File: config.mk
export PLATFORM = sky130hd
export DESIGN_NAME = tscc_timer_status_capture_compare
export DESIGN_NICKNAME = d
export VERILOG_FILES = /design/src/hw/tscc_pkg.sv /design/src/hw/tscc_timer_status_capture_compare.sv
export SDC_FILE = /design/constraint.sdc
export NUM_CORES = 1
export LEC_CHECK = 0
export BUFFER_PORTS_ARGS = -buffer_cell sky130_fd_sc_hd__buf_2
export CAP_MARGIN = 10
export CORE_ASPECT_RATIO = 2
export CORE_MARGIN = 2
export CORE_UTILIZATION = 30
export DETAILED_ROUTE_END_ITERATION = 6
export PLACE_DENSITY = 0.47
export SLEW_MARGIN = 30
export SYNTH_ARGS = -nofsm -noshare
export SYNTH_HDL_FRONTEND = slang
export SYNTH_SLANG_ARGS = --single-unit
File: constraint.sdc
create_clock -name clk -period 2.85 [get_ports clk]
set_input_delay 0.57 -clock clk [delete_from_list [all_inputs] [get_ports clk]]
set_output_delay 0.57 -clock clk [all_outputs]
set_load 0.02 [all_outputs]
File: src/hw/tscc_pkg.sv
// Constants, field layout and types of the timer status, capture and compare block
package tscc_pkg;
   // Byte addresses on the register bus
   localparam logic [7:0] TY_STATUS_OFFSET = 8'h00;
   localparam logic [7:0] COMPARE_C_OFFSET = 8'h04;
   localparam logic [7:0] CAPTURE_RISE_OFFSET = 8'h08;
   localparam logic [7:0] CAPTURE_FALL_OFFSET = 8'h0C;
   localparam logic [7:0] CAPTURE_CTRL_OFFSET = 8'h10;
   localparam logic [7:0] IRQ_STATUS_OFFSET = 8'h14;
   localparam logic [7:0] IRQ_MASK_OFFSET = 8'h18;
   // Register indices used by the decoder
   localparam logic [2:0] IDX_TY_STATUS = 3'h0;
   localparam logic [2:0] IDX_COMPARE_C = 3'h1;
   localparam logic [2:0] IDX_CAPTURE_RISE = 3'h2;
   localparam logic [2:0] IDX_CAPTURE_FALL = 3'h3;
   localparam logic [2:0] IDX_CAPTURE_CTRL = 3'h4;
   localparam logic [2:0] IDX_IRQ_STATUS = 3'h5;
   localparam logic [2:0] IDX_IRQ_MASK = 3'h6;
   localparam logic [2:0] IDX_UNMAPPED = 3'h7;
   // Status-control field positions
   localparam int MATCH_B_FLAG_BIT = 7;
   localparam int MATCH_A_FLAG_BIT = 6;
   localparam int WRAP_FLAG_BIT = 5;
   localparam int CAPTURE_IRQ_ENABLE_BIT = 4;
   localparam int MATCH_B_ACTION_LO = 2;
   localparam int MATCH_A_ACTION_LO = 0;
   // Capture control field positions
   localparam int CAPTURE_START_BIT = 4;
   localparam int CAPTURE_FLAG_BIT = 0;
   // Interrupt status bits
   localparam int EV_MATCH_B = 0;
   localparam int EV_MATCH_A = 1;
   localparam int EV_WRAP = 2;
   localparam int EV_CAPTURE = 3;
   localparam int EV_MATCH_C = 4;
   localparam int EV_COUNT = 5;
   // Reset values
   localparam logic [1:0] ACTION_RESET = 2'h0;
   localparam logic [7:0] COMPARE_C_RESET = 8'hFF;
   localparam logic [7:0] CAPTURE_RESET = 8'h00;
   localparam logic [4:0] IRQ_RESET = 5'h00;
   // Pin action codes and counter limits
   localparam logic [1:0] ACTION_KEEP = 2'h0;
   localparam logic [1:0] ACTION_LOW = 2'h1;
   localparam logic [1:0] ACTION_HIGH = 2'h2;
   localparam logic [1:0] ACTION_TOGGLE = 2'h3;
   localparam logic [7:0] COUNTER_MAX = 8'hFF;
   localparam logic [7:0] COUNTER_MIN = 8'h00;
   // Bus responses
   localparam logic [1:0] RESP_OKAY = 2'h0;
   localparam logic [1:0] RESP_SLVERR = 2'h2;
   typedef enum {CAP_IDLE, CAP_WAIT_RISE, CAP_WAIT_FALL} tscc_cap_state_type;
endpackage : tscc_pkg

File: src/hw/tscc_timer_status_capture_compare.sv
// Timer channel Y status and pin control, compare-C and pulse capture behind AXI4-Lite
`timescale 1ns/100ps
`default_nettype none
module tscc_timer_status_capture_compare
(
   // Clock and reset
   input wire logic clk,
   input wire logic rstn,
   // AXI4-Lite write address and data
   input wire logic [7:0] awaddr,
   input wire logic awvalid,
   output logic awready,
   input wire logic [31:0] wdata,
   input wire logic [3:0] wstrb,
   input wire logic wvalid,
   output logic wready,
   // AXI4-Lite write response
   output logic [1:0] bresp,
   output logic bvalid,
   input wire logic bready,
   // AXI4-Lite read
   input wire logic [7:0] araddr,
   input wire logic arvalid,
   output logic arready,
   output logic [31:0] rdata,
   output logic [1:0] rresp,
   output logic rvalid,
   input wire logic rready,
   // Channel Y counter side
   input wire logic [7:0] chanYCounter,
   input wire logic [7:0] chanYConstantA,
   input wire logic [7:0] chanYConstantB,
   // Channel X counter and capture input
   input wire logic [7:0] chanXCounter,
   input wire logic externalResetInput,
   // Outputs
   output logic chanYOutputPin,
   output logic captureIrqRequest,
   output logic matchCSignal,
   output logic irq
);
   import tscc_pkg::*;
   function automatic logic [2:0] regIndex(input logic [7:0] addr);
      if (addr == TY_STATUS_OFFSET) return IDX_TY_STATUS;
      else if (addr == COMPARE_C_OFFSET) return IDX_COMPARE_C;
      else if (addr == CAPTURE_RISE_OFFSET) return IDX_CAPTURE_RISE;
      else if (addr == CAPTURE_FALL_OFFSET) return IDX_CAPTURE_FALL;
      else if (addr == CAPTURE_CTRL_OFFSET) return IDX_CAPTURE_CTRL;
      else if (addr == IRQ_STATUS_OFFSET) return IDX_IRQ_STATUS;
      else if (addr == IRQ_MASK_OFFSET) return IDX_IRQ_MASK;
      else return IDX_UNMAPPED;
   endfunction : regIndex
   function automatic logic applyAction(input logic cur, input logic [1:0] sel);
      case (sel)
         ACTION_LOW: return 1'b0;
         ACTION_HIGH: return 1'b1;
         ACTION_TOGGLE: return ~cur;
         default: return cur;
      endcase
   endfunction : applyAction
   logic [7:0] awAddrReg, compareCReg, captureRiseReg, captureFallReg, yCounterPrevReg, compareCSum;
   logic [31:0] wDataReg, readValue;
   logic [3:0] wStrbReg;
   logic [2:0] wrIdx, rdIdx, flagsReg, flagsArmedReg, flagSet, flagClear;
   logic [1:0] actionBReg, actionAReg;
   logic [EV_COUNT-1:0] irqStatusReg, irqStatusNext, irqMaskReg;
   logic awHeldReg, wHeldReg, wrFire, wrEn, rdFire, irqEnableReg, captureStartReg, startArmedReg;
   logic captureFlagReg, captureFlagArmedReg, eqBPrevReg, eqAPrevReg, extPrevReg, matchBEvent, matchAEvent;
   logic wrapEvent, riseEdge, fallEdge, captureTaken, captureDone, suppressC, matchCNow;
   tscc_cap_state_type capStateReg;
   assign wrFire = awHeldReg && wHeldReg;
   assign wrIdx = regIndex(awAddrReg);
   assign wrEn = wrFire && wStrbReg[0];
   assign rdFire = arvalid && arready;
   assign rdIdx = regIndex(araddr);
   // Write channel: address and data taken in either order
   always_ff @(posedge clk or negedge rstn)
   begin
      if (!rstn)
      begin
         awAddrReg <= 8'h00;
         awHeldReg <= 1'b0;
         awready <= 1'b1;
         wDataReg <= 32'h0000_0000;
         wStrbReg <= 4'h0;
         wHeldReg <= 1'b0;
         wready <= 1'b1;
         bvalid <= 1'b0;
         bresp <= RESP_OKAY;
      end
      else
      begin
         if (awvalid && awready)
         begin
            awAddrReg <= awaddr;
            awHeldReg <= 1'b1;
            awready <= 1'b0;
         end
         if (wvalid && wready)
         begin
            wDataReg <= wdata;
            wStrbReg <= wstrb;
            wHeldReg <= 1'b1;
            wready <= 1'b0;
         end
         if (wrFire)
         begin
            awHeldReg <= 1'b0;
            wHeldReg <= 1'b0;
            bvalid <= 1'b1;
            bresp <= (wrIdx == IDX_UNMAPPED) ? RESP_SLVERR : RESP_OKAY;
         end
         if (bvalid && bready)
         begin
            bvalid <= 1'b0;
            awready <= 1'b1;
            wready <= 1'b1;
         end
      end
   end
   // Read data assembly
   always_comb
   begin
      readValue = 32'h0000_0000;
      if (rdIdx == IDX_TY_STATUS)
         readValue[7:0] = {flagsReg, irqEnableReg, actionBReg, actionAReg};
      else if (rdIdx == IDX_COMPARE_C)
         readValue[7:0] = compareCReg;
      else if (rdIdx == IDX_CAPTURE_RISE)
         readValue[7:0] = captureRiseReg;
      else if (rdIdx == IDX_CAPTURE_FALL)
         readValue[7:0] = captureFallReg;
      else if (rdIdx == IDX_CAPTURE_CTRL)
      begin
         readValue[CAPTURE_START_BIT] = captureStartReg;
         readValue[CAPTURE_FLAG_BIT] = captureFlagReg;
      end
      else if (rdIdx == IDX_IRQ_STATUS)
         readValue[EV_COUNT-1:0] = irqStatusReg;
      else if (rdIdx == IDX_IRQ_MASK)
         readValue[EV_COUNT-1:0] = irqMaskReg;
   end
   // Read channel: answer one cycle after the address is taken
   always_ff @(posedge clk or negedge rstn)
   begin
      if (!rstn)
      begin
         arready <= 1'b1;
         rvalid <= 1'b0;
         rdata <= 32'h0000_0000;
         rresp <= RESP_OKAY;
      end
      else
      begin
         if (rdFire)
         begin
            arready <= 1'b0;
            rvalid <= 1'b1;
            rdata <= readValue;
            rresp <= (rdIdx == IDX_UNMAPPED) ? RESP_SLVERR : RESP_OKAY;
         end
         else if (rvalid && rready)
         begin
            rvalid <= 1'b0;
            arready <= 1'b1;
         end
      end
   end
   // Event detection on counter and capture input
   always_ff @(posedge clk or negedge rstn)
   begin
      if (!rstn)
      begin
         eqBPrevReg <= 1'b0;
         eqAPrevReg <= 1'b0;
         yCounterPrevReg <= COUNTER_MIN;
         extPrevReg <= 1'b0;
      end
      else
      begin
         eqBPrevReg <= (chanYCounter == chanYConstantB);
         eqAPrevReg <= (chanYCounter == chanYConstantA);
         yCounterPrevReg <= chanYCounter;
         extPrevReg <= externalResetInput;
      end
   end
   assign matchBEvent = (chanYCounter == chanYConstantB) && !eqBPrevReg;
   assign matchAEvent = (chanYCounter == chanYConstantA) && !eqAPrevReg;
   assign wrapEvent = (yCounterPrevReg == COUNTER_MAX) && (chanYCounter == COUNTER_MIN);
   assign riseEdge = externalResetInput && !extPrevReg;
   assign fallEdge = !externalResetInput && extPrevReg;
   assign captureTaken = ((capStateReg == CAP_WAIT_RISE) && riseEdge) || captureDone;
   assign captureDone = (capStateReg == CAP_WAIT_FALL) && fallEdge;
   // Channel Y flags: hardware set wins over a clear in the same cycle
   assign flagSet = {matchBEvent, matchAEvent, wrapEvent};
   assign flagClear = (wrEn && wrIdx == IDX_TY_STATUS) ?
      (flagsArmedReg & ~wDataReg[MATCH_B_FLAG_BIT:WRAP_FLAG_BIT]) : 3'h0;
   always_ff @(posedge clk or negedge rstn)
   begin
      if (!rstn)
      begin
         flagsReg <= 3'h0;
         flagsArmedReg <= 3'h0;
      end
      else
      begin
         flagsReg <= flagSet | (flagsReg & ~flagClear);
         if (rdFire && rdIdx == IDX_TY_STATUS)
            flagsArmedReg <= flagsReg;
         else if (wrEn && wrIdx == IDX_TY_STATUS)
            flagsArmedReg <= 3'h0;
      end
   end
   // Status-control writable fields
   always_ff @(posedge clk or negedge rstn)
   begin
      if (!rstn)
      begin
         irqEnableReg <= 1'b0;
         actionBReg <= ACTION_RESET;
         actionAReg <= ACTION_RESET;
      end
      else if (wrEn && wrIdx == IDX_TY_STATUS)
      begin
         irqEnableReg <= wDataReg[CAPTURE_IRQ_ENABLE_BIT];
         actionBReg <= wDataReg[MATCH_B_ACTION_LO +: 2];
         actionAReg <= wDataReg[MATCH_A_ACTION_LO +: 2];
      end
   end
   // Output pin: match B applied after match A when both coincide
   always_ff @(posedge clk or negedge rstn)
   begin
      if (!rstn)
         chanYOutputPin <= 1'b0;
      else if (matchBEvent)
         chanYOutputPin <= applyAction(matchAEvent ? applyAction(chanYOutputPin, actionAReg)
            : chanYOutputPin, actionBReg);
      else if (matchAEvent)
         chanYOutputPin <= applyAction(chanYOutputPin, actionAReg);
   end
   // Compare-C constant
   always_ff @(posedge clk or negedge rstn)
   begin
      if (!rstn)
         compareCReg <= COMPARE_C_RESET;
      else if (wrEn && wrIdx == IDX_COMPARE_C)
         compareCReg <= wDataReg[7:0];
   end
   // Sum wraps at 8 bits like the counter it is compared with
   assign compareCSum = 8'(compareCReg + captureRiseReg);
   assign suppressC = (wrFire && wrIdx == IDX_COMPARE_C) || captureTaken;
   assign matchCNow = (chanXCounter == compareCSum) && !suppressC;
   always_ff @(posedge clk or negedge rstn)
   begin
      if (!rstn)
         matchCSignal <= 1'b0;
      else
         matchCSignal <= matchCNow;
   end
   // One-shot pulse-width capture sequence
   always_ff @(posedge clk or negedge rstn)
   begin
      if (!rstn)
      begin
         capStateReg <= CAP_IDLE;
         captureRiseReg <= CAPTURE_RESET;
         captureFallReg <= CAPTURE_RESET;
      end
      else
      begin
         case (capStateReg)
            CAP_IDLE:
               if (captureStartReg)
                  capStateReg <= CAP_WAIT_RISE;
            CAP_WAIT_RISE:
               if (!captureStartReg)
                  capStateReg <= CAP_IDLE;
               else if (riseEdge)
               begin
                  captureRiseReg <= chanXCounter;
                  capStateReg <= CAP_WAIT_FALL;
               end
            CAP_WAIT_FALL:
               if (fallEdge)
               begin
                  captureFallReg <= chanXCounter;
                  capStateReg <= CAP_IDLE;
               end
               else if (!captureStartReg)
                  capStateReg <= CAP_IDLE;
            default:
               capStateReg <= CAP_IDLE;
         endcase
      end
   end
   // Capture start bit and capture flag
   always_ff @(posedge clk or negedge rstn)
   begin
      if (!rstn)
      begin
         captureStartReg <= 1'b0;
         startArmedReg <= 1'b0;
         captureFlagReg <= 1'b0;
         captureFlagArmedReg <= 1'b0;
      end
      else
      begin
         if (captureDone)
            captureStartReg <= 1'b0;
         else if (wrEn && wrIdx == IDX_CAPTURE_CTRL)
         begin
            if (!wDataReg[CAPTURE_START_BIT])
               captureStartReg <= 1'b0;
            else if (startArmedReg)
               captureStartReg <= 1'b1;
         end
         if (captureDone)
            captureFlagReg <= 1'b1;
         else if (wrEn && wrIdx == IDX_CAPTURE_CTRL && captureFlagArmedReg
            && !wDataReg[CAPTURE_FLAG_BIT])
            captureFlagReg <= 1'b0;
         if (rdFire && rdIdx == IDX_CAPTURE_CTRL)
         begin
            startArmedReg <= !captureStartReg;
            captureFlagArmedReg <= captureFlagReg;
         end
         else if (wrEn && wrIdx == IDX_CAPTURE_CTRL)
         begin
            startArmedReg <= 1'b0;
            captureFlagArmedReg <= 1'b0;
         end
      end
   end
   always_ff @(posedge clk or negedge rstn)
   begin
      if (!rstn)
         captureIrqRequest <= 1'b0;
      else
         captureIrqRequest <= captureFlagReg && irqEnableReg;
   end
   // Sticky interrupt status, cleared by reading it; new events win
   always_comb
   begin
      irqStatusNext = irqStatusReg;
      if (rdFire && rdIdx == IDX_IRQ_STATUS)
         irqStatusNext = IRQ_RESET;
      // Event order: match C, capture, wrap, match A, match B
      irqStatusNext = irqStatusNext | {matchCNow, captureDone, wrapEvent, matchAEvent, matchBEvent};
   end
   always_ff @(posedge clk or negedge rstn)
   begin
      if (!rstn)
      begin
         irqStatusReg <= IRQ_RESET;
         irqMaskReg <= IRQ_RESET;
         irq <= 1'b0;
      end
      else
      begin
         irqStatusReg <= irqStatusNext;
         if (wrEn && wrIdx == IDX_IRQ_MASK)
            irqMaskReg <= wDataReg[EV_COUNT-1:0];
         irq <= |(irqStatusNext & irqMaskReg);
      end
   end
endmodule : tscc_timer_status_capture_compare
`default_nettype wire

==> results of run 1 <==
==> area by class of cell <==
type	instances	area, um^2	share of cell area (%)
Tap cell	207	259	4.33
Inverter	19	71.3	1.19
Sequential cell	100	2520	42.1
Clock buffer	12	256	4.29
Timing Repair Buffer	95	520	8.71
Clock inverter	4	37.5	0.628
Multi-Input combinational cell	316	2320	38.7
==> power by group <==
group	total, uW	switching [uW]	leakage (uW)	internal [uW]
combinational	1030	507	0.00135	523
clock	1220	566	0.000146	657
sequential	2100	329	0.00124	1770
==> worst register-to-register path, cell delays in order, from the launching register on <==
cell and delay [ps]:
sky130_fd_sc_hd__dfrtp_1 410, sky130_fd_sc_hd__ha_1 230, sky130_fd_sc_hd__fa_1 410, sky130_fd_sc_hd__a211oi_1 420, sky130_fd_sc_hd__o21ai_0 170, sky130_fd_sc_hd__a211oi_1 270
sky130_fd_sc_hd__o2111ai_1 220, sky130_fd_sc_hd__o31ai_1 300
==> how the worst max path moves through the flow <==
stage                                 start       end  slack, ps  cells after the start
final                     captureRiseReg[0]       irq        300                      7
after global routing      captureRiseReg[0]       irq         80                      7
after CTS                 captureRiseReg[0]       irq        300                      7
after detailed placement     compareCReg[0]       irq        340                      7
after global placement       compareCReg[0]       irq        340                      7
after floorplan                   araddr[1]  rdata[3]        680                      6
==> state kept, by name (all words and copies together) (netlist names), 2 cells and up <==
register	cells
irqStatusReg	5
actionAReg	2
captureFallReg	8
awAddrReg	8
flagsReg	3
captureRiseReg	8
wDataReg	8
yCounterPrevReg	8
capStateReg	2
rdata	8
irqMaskReg	5
flagsArmedReg	3
actionBReg	2
compareCReg	8
==> metal layers <==
layer	GRT usage [%]	part of all wire (%)	wire, um	vias up
met5	0	0	0	-
met4	4.12	1.3	161	0
met3	2.49	3.7	444	13
met2	22.6	49	5980	69
met1	20.4	46	5560	1747
li1	-	-	-	1760
==> per-stage QoR <==
| step | std cells | total power, uW |
|---|---|---|
| floorplan | 473 | 2800 |
| global placement | 737 | 3160 |
| detailed placement | 737 | 3180 |
| CTS | 753 | 4420 |
| global route | 753 | 4640 |
| finish | 753 | 4350 |
==> logic make-up after synthesis <==
family	count (synthesis)	synth area share, %
adder cells (fa/ha/maj)	8	2.13
AO/OA/AOI/OAI	78	10.2
multiplexers	58	13.4
AND/OR/NAND/NOR	118	13.2
buffers and inverters	57	6.32
XOR/XNOR	28	4.85
other	1	0.0742
flip-flops	100	49.8
==> synthesized netlist by cell type, types with 2 or more instances <==
master / instances
sky130_fd_sc_hd__a211oi_1: 5
sky130_fd_sc_hd__a21o_1: 5
sky130_fd_sc_hd__a21oi_1: 12
sky130_fd_sc_hd__a221o_1: 2
sky130_fd_sc_hd__a221oi_1: 2
sky130_fd_sc_hd__a22o_1: 2
sky130_fd_sc_hd__a22oi_1: 3
sky130_fd_sc_hd__a31oi_1: 2
sky130_fd_sc_hd__and3b_1: 2
sky130_fd_sc_hd__buf_1: 2
sky130_fd_sc_hd__buf_4: 26
sky130_fd_sc_hd__clkbuf_1: 9
sky130_fd_sc_hd__dfrtp_1: 89
sky130_fd_sc_hd__dfstp_2: 11
sky130_fd_sc_hd__ha_1: 7
sky130_fd_sc_hd__inv_1: 19
sky130_fd_sc_hd__mux2_2: 47
sky130_fd_sc_hd__mux2i_1: 8
sky130_fd_sc_hd__mux4_2: 3
sky130_fd_sc_hd__nand2_1: 34
sky130_fd_sc_hd__nand2b_1: 4
sky130_fd_sc_hd__nand3_1: 10
sky130_fd_sc_hd__nand3b_1: 4
sky130_fd_sc_hd__nand4_1: 7
sky130_fd_sc_hd__nor2_1: 16
sky130_fd_sc_hd__nor2b_1: 5
sky130_fd_sc_hd__nor3_1: 7
sky130_fd_sc_hd__nor4_1: 6
sky130_fd_sc_hd__nor4b_1: 5
sky130_fd_sc_hd__nor4bb_1: 2
sky130_fd_sc_hd__o2111ai_1: 2
sky130_fd_sc_hd__o211a_1: 2
sky130_fd_sc_hd__o21ai_0: 23
sky130_fd_sc_hd__o221ai_1: 2
sky130_fd_sc_hd__o22ai_1: 6
sky130_fd_sc_hd__o31ai_1: 3
sky130_fd_sc_hd__or3_1: 2
sky130_fd_sc_hd__or4_1: 5
sky130_fd_sc_hd__xnor2_1: 23
sky130_fd_sc_hd__xor2_1: 5
==> impl.org, run 1 <==
** Global route
- Overall overflow remaining after global route :: 0
- First-pass GRT wire length :: 19.6 mm
- GRT Resource Usage Total :: 14.4%
- Pin count of the biggest net entering global routing :: 44
- Number of global-route vias before repair :: 3589
- The number of antenna violations at the first check in global routing is 0.

** Synth
- After synthesis, flip-flops and latches occupy 49.8% of the total area.
- Synthesis produced 448 cells.
- In the synthesized netlist the dominant register cell turns out to be sky130_fd_sc_hd__dfrtp_1.
- Count of flip-flops with a built-in enable after synthesis :: 0
- Mapped Area :: 5050 um^2
- A synthesized cell averages 11.3 um^2.
- Sorting the synthesized cells by area gives the leading types as sky130_fd_sc_hd__dfrtp_1 44%, sky130_fd_sc_hd__mux2_2 10%, sky130_fd_sc_hd__dfstp_2 5.7%, sky130_fd_sc_hd__xnor2_1 4.0%, sky130_fd_sc_hd__buf_4 3.9%.
- Synth async-reset ratio :: 100%
- Number of distinct library cells after synthesis :: 59
- YS warnings :: 0
- Area share of the leading cell type in the synthesized netlist :: 44.1%
- Number of synthesized register bits :: 100
- Leading area contributor after synthesis :: sky130_fd_sc_hd__dfrtp_1

** CTS
- Max Buffers Root-to-Sink :: 2
- Post-CTS setup-driven buffer insertion count :: 0
- After clock tree synthesis, the repair step resized 0 gates.
- After clock tree synthesis, the clock-pin slew on the worst setup and hold paths is 70 ps.
- The tree built by TritonCTS fans out to 100 sinks.
- H-tree lvl count :: 3
- TritonCTS built the clock tree.
- Buffers inserted during clock tree synthesis total 9.
- Number of buffers inserted for hold repair after clock tree synthesis :: 0
- The later pin in the worst-skew pair is clocked with a latency of 350 ps.
- In this run the clock root is driven by a sky130_fd_sc_hd__clkbuf_16.

** Outcome
- The flow ran to the end, and the final reports show no timing, DRC or antenna violations.

** Timing
- The count of pins over their slew limit came to 0.
- Setup total negative slack on the finished layout was measured at 0 ps.
- Final clock period utilization by the worst path :: 89.4%
- Subtracting the final worst setup slack from the clock period gives 2550 ps.
- Worst hold margin :: 125 ps
- Derived from the worst setup path, the maximum achievable clock frequency is 392 MHz.
- Setup repair after global routing left no endpoint under its margin.
- Maximum clock skew at final layout :: 11.2 ps
- Final setup violation count :: 0
- Count of final hold-check violations :: 0
- Worst setup margin :: 302 ps

** Pwr
- Power spread over the standard cell area amounts to 728 nW/um^2.
- Static leakage power :: 0.00273 uW
- Maximum vdd drop :: 0.421 mV

** Detailed routing
- Wires add up to 12.1 mm.
- In the final routed layout, each cell accounts on average for 16.1 um.
- Across all layers, the routed design uses 3589 vias.
- DR DRC count :: 0
- After detailed routing, the number of vias per cell comes to 4.77.
- For this block, the initial DRC count from the detailed router was 106.
- For this run, the detailed router's first-pass iteration total came to 4.
- Once detail routing completed, the nets flagged for antenna violations numbered 0.

** Die
- 137 I/O pins were placed.
- The floorplan has 67 rows.
- From bottom edge to top edge, the die measures 188 um.
- The die covers 18000 um^2.
- Core Region :: 16600 um^2
- Die width :: 95.8 um
- For this configuration, the core starts out at a cell density of 30.4%.

** Worst setup path
- Critical path cell sequence :: ha_1 > fa_1 > a211oi_1 > o21ai_0 > a211oi_1 > o2111ai_1 > o31ai_1
- For this run, the slowest stage of the critical path takes 420 ps.
- For the worst setup path, the data arrival time is 2780 ps.
- Worst-case register-to-register setup slack :: 300 ps
- The worst setup path is captured at a flip-flop.
- The critical path contains buffers and inverters numbering 0 combined.
- The worst register-to-register path ends at irq.
- Broken down by cell family, the worst path's largest delay share belongs to compound AO/OA/AOI/OAI gates.
- Worst path most repeated cell :: sky130_fd_sc_hd__a211oi_1
- Highest-delay cell along the critical path :: sky130_fd_sc_hd__a211oi_1
- Crit start category :: flip-flop
- Counting cells, the worst reg-to-reg path comes to 7.
- In this run the critical register-to-register path is launched from captureRiseReg[0].
- Crit path max fanout :: 4
- Critical Setup Path Class :: reg -> reg
- Worst endpoint required time :: 3080 ps

** Layout
- The library cell used most frequently in the layout, excluding fill and tap cells, is sky130_fd_sc_hd__dfrtp_1.
- At the end of the flow the core is filled with cells to 36.0%.
- Area overhead of the layout relative to synthesis :: 18.3%
- Of the cells placed in the final design, the portion with a size suffix greater than 1 is 32.4%.
- In the layout the commonest cells are 89 x sky130_fd_sc_hd__dfrtp_1, 82 x sky130_fd_sc_hd__buf_2, 47 x sky130_fd_sc_hd__mux2_2, 34 x sky130_fd_sc_hd__nand2_1, 26 x sky130_fd_sc_hd__conb_1.
- The finished cells cover 5980 um^2.
- In the final design database the tool counted 641 nets.
- N_diodes :: 0
- After filler insertion, the fill cell instance count of the layout stands at 1713.

** Place
- Buffers placed on the I/O ports in this run total 83.
- The HPWL after detailed placement is 9.39 mm.
- At the placement stage, the worst setup path has a slack of 336 ps.
- RePlAce Congestion :: 0.838
- The placed instances occupy a cell area of 5680 um^2.

** Run
- Across the run, the number of max-cap violations was 0.

** Min path
- Hold crit path type :: in -> async
Power figures use the tool's default switching activity.
==> run 2, diff against run 1 <==
--- a/config.mk
+++ b/config.mk
@@ -9,9 +9,9 @@
 export CAP_MARGIN = 10
 export CORE_ASPECT_RATIO = 2
 export CORE_MARGIN = 2
-export CORE_UTILIZATION = 30
+export CORE_UTILIZATION = 35
 export DETAILED_ROUTE_END_ITERATION = 6
-export PLACE_DENSITY = 0.47
+export PLACE_DENSITY = 0.53
 export SLEW_MARGIN = 30
 export SYNTH_ARGS = -nofsm -noshare
 export SYNTH_HDL_FRONTEND = slang
==> constraint.sdc (replaced) <==
create_clock -name clk -period 3.3 [get_ports clk]
set_input_delay 0.66 -clock clk [delete_from_list [all_inputs] [get_ports clk]]
set_output_delay 0.66 -clock clk [all_outputs]
set_load 0.02 [all_outputs]
==> run 2 against run 1 <==
  * Fmax fell by 0.72%
  * Combinational power down 14%
  * Global-route usage increased by 2.2 points
  * Non-clock buffer count decreased by 9
  * Highest routed layer unchanged
  * Final area decreased by 1.6%
  * Utilization grew 5.2 points
  * Critical path type unchanged
  * Routed wire length up 0.86%
  * Final cell count fell by 3.2%
==> impl.org, run 2 (synthesis gave the netlist of run 1 again) <==
** Layout
- The multi-input combinational cells in the finished layout cover a total of 2320 um^2.
- Share of layout cells above drive strength 1 :: 31.5%
- Cells fill 41.2% of the core in the end.
- Relative to the synthesized area, the layout overhead comes to 16.5%.
- Final std cell area, no fill :: 5880 um^2
- The final layout contains 632 nets.
- Commonest cells after routing, fill and taps aside :: 89 x sky130_fd_sc_hd__dfrtp_1, 82 x sky130_fd_sc_hd__buf_2, 47 x sky130_fd_sc_hd__mux2_2, 34 x sky130_fd_sc_hd__nand2_1, 26 x sky130_fd_sc_hd__conb_1
- Counting the fill cells in the layout gives 1407.
- The library cell used most frequently in the layout, excluding fill and tap cells, is sky130_fd_sc_hd__dfrtp_1.
- Summing all flip-flop and latch instances after layout gives 2520 um^2.
- 0 antenna diodes ended up in the layout.

** Worst setup path
- For the worst setup path, the data arrival time is 2810 ps.
- In this run the worst path has a maximum fanout of 4.
- The endpoint identified for the worst register-to-register timing path is irq.
- Crit start category :: flip-flop
- The worst setup path is captured at a flip-flop.
- Critical Setup Path Class :: reg -> reg
- The number of cells on the worst reg-to-reg path is 7.
- The setup check on the worst reg-to-reg path leaves a slack of 730 ps.
- The startpoint identified for the worst register-to-register timing path is captureRiseReg[0].
- Worst endpoint required time :: 3540 ps

** Timing
- Worst-margin pin slew :: 904 ps
- Final critical delay including setup and external delays :: 2570 ps
- For this run, the top clock speed supported by timing is 390 MHz.
- Count of final hold-check violations :: 0
- TNS Setup :: 0 ps
- Worst setup margin :: 733 ps
- Final setup violation count :: 0
- Setup repair after global routing left no endpoint under its margin.
- Final clock period utilization by the worst path :: 77.8%
- On the final layout, the worst clock skew is 9.98 ps.
- Max-slew violations :: 0
- The worst pin sits at a relative slew slack of 39.5%.

** CTS
- Buffers added to address setup during post-CTS repair amount to 0.
- Clock-pin slew was measured on the worst setup and hold paths at 70 ps.
- For the worst-skew pair, the clock arrives at the later sink with an insertion delay of 350 ps.
- For this design, the sink count on the clock tree is 100.
- Max Buffers Root-to-Sink :: 2
- Post-CTS repair changed the size of 0 cells.
- TritonCTS built the clock tree.
- The clock tree synthesis step divided the H-tree into 3 levels.
- In this run, CTS created clock tree buffers numbering 9.
- After clock tree synthesis, the flow added hold-fix buffers numbering 0.
- CTS placed an instance of sky130_fd_sc_hd__clkbuf_16 at the clock tree root.

** Die
- Core Region :: 14300 um^2
- Measured along the x axis, the die boundary spans 88.9 um.
- Ports :: 137
- In this run the core area contains 62 standard-cell rows.
- The die is 174 um tall.
- Overall die area :: 15500 um^2
- For this configuration, the core starts out at a cell density of 35.4%.

** Place
- After detailed placement, the total cell area comes to 5600 um^2.
- Summed over all nets, the half-perimeter wirelength after detailed placement is 9.63 mm.
- Number of I/O port buffers :: 83
- Before CTS, the worst setup slack after placement is 589 ps.
- Routability-driven placement finished with a final weighted congestion of 0.890.

** Outcome
- The flow ran to the end, and the final reports show no timing, DRC or antenna violations.

** Global route
- Entering global routing, the biggest net connects 62 pins.
- The number of antenna violations at the first check in global routing was 0.
- First-pass GRT wire length :: 19.6 mm
- The total overflow left after global routing is 0.
- The via count of the first global-routing pass is 3764.
- GRT Resource Usage Total :: 16.6%

** Detailed routing
- The final layout contains routed wiring with a total length of 12.3 mm.
- Remaining antenna violation count :: 0
- The first detailed-routing pass took 6 iterations.
- Routed vias :: 3668
- After detailed routing, the average wire length per cell comes to 16.8 um.
- Number of DRC violations after detailed-routing iteration 0 :: 212
- Number of vias per cell :: 5.03
- DR DRC count :: 0

** Run
- Max-cap violations in this run came to 0.

** Pwr
- In this run the static leakage power is 0.00267 uW.
- Pwr per Cell Area :: 632 nW/um^2
- Maximum vdd drop :: 0.271 mV

** Min path
- The tightest min-delay check is of the in -> async type.
run 2: changes by cell type in the layout (fill, tap and decap cells not counted), sizes merged:
| cell | change |
|---|---|
| clkinv | +1 |
| clkinvlp | +3 |
| inv | -2 |
| buf | -9 |
| clkbuf | -2 |
run 2: stage by stage:
stage / total power, uW / instances / hold slack (ps)
5_1_grt: 3940 / 729 / 335
3_5_place_dp: 2730 / 713 / 477
6_report: 3720 / 729 / 297
2_1_floorplan: 2410 / 473 / 364
4_1_cts: 3770 / 729 / 304
3_3_place_gp: 2690 / 713 / 464
run 2: worst max-delay path: stages, from the launching register on:
cell                        delay [ps]
sky130_fd_sc_hd__dfrtp_1           420
sky130_fd_sc_hd__ha_1              250
sky130_fd_sc_hd__fa_1              440
sky130_fd_sc_hd__a211oi_1          490
sky130_fd_sc_hd__o21ai_0           170
sky130_fd_sc_hd__a22oi_1           240
sky130_fd_sc_hd__o2111ai_1         200
sky130_fd_sc_hd__o31ai_1           250
run 2: cell type report:
cell class	count	area share, %
clock buffer	10	4.06
tap	192	4.08
inverter	19	1.21
clock inverter	6	0.808
timing repair buffer	86	7.70
sequential	100	42.8
multi-input combinational	316	39.4
run 2: worst max path at each step:
stage	startpoint	to	depth (start not counted)
global placement	araddr[1]	irq	6
CTS	captureRiseReg[0]	irq	7
finish	captureRiseReg[0]	irq	7
floorplan	araddr[1]	rdata[3]	6
detailed placement	araddr[1]	irq	6
global route	captureRiseReg[0]	irq	7
run 2: report_power, final:
part	internal, uW	leakage, uW	total (uW)	switching, uW
combinational	446	0.00130	882	436
clock	539	0.000133	1020	482
sequential	1530	0.00124	1810	285
run 2: layer usage:
layer | wire, um | GRT usage [%] | vias to the layer above
met2 | 6890 | 30.8 | 116
met3 | 438 | 2.61 | 17
met5 | 0 | 0 | -
met1 | 4670 | 18.6 | 1798
li1 | - | - | 1737
met4 | 248 | 5.47 | 0
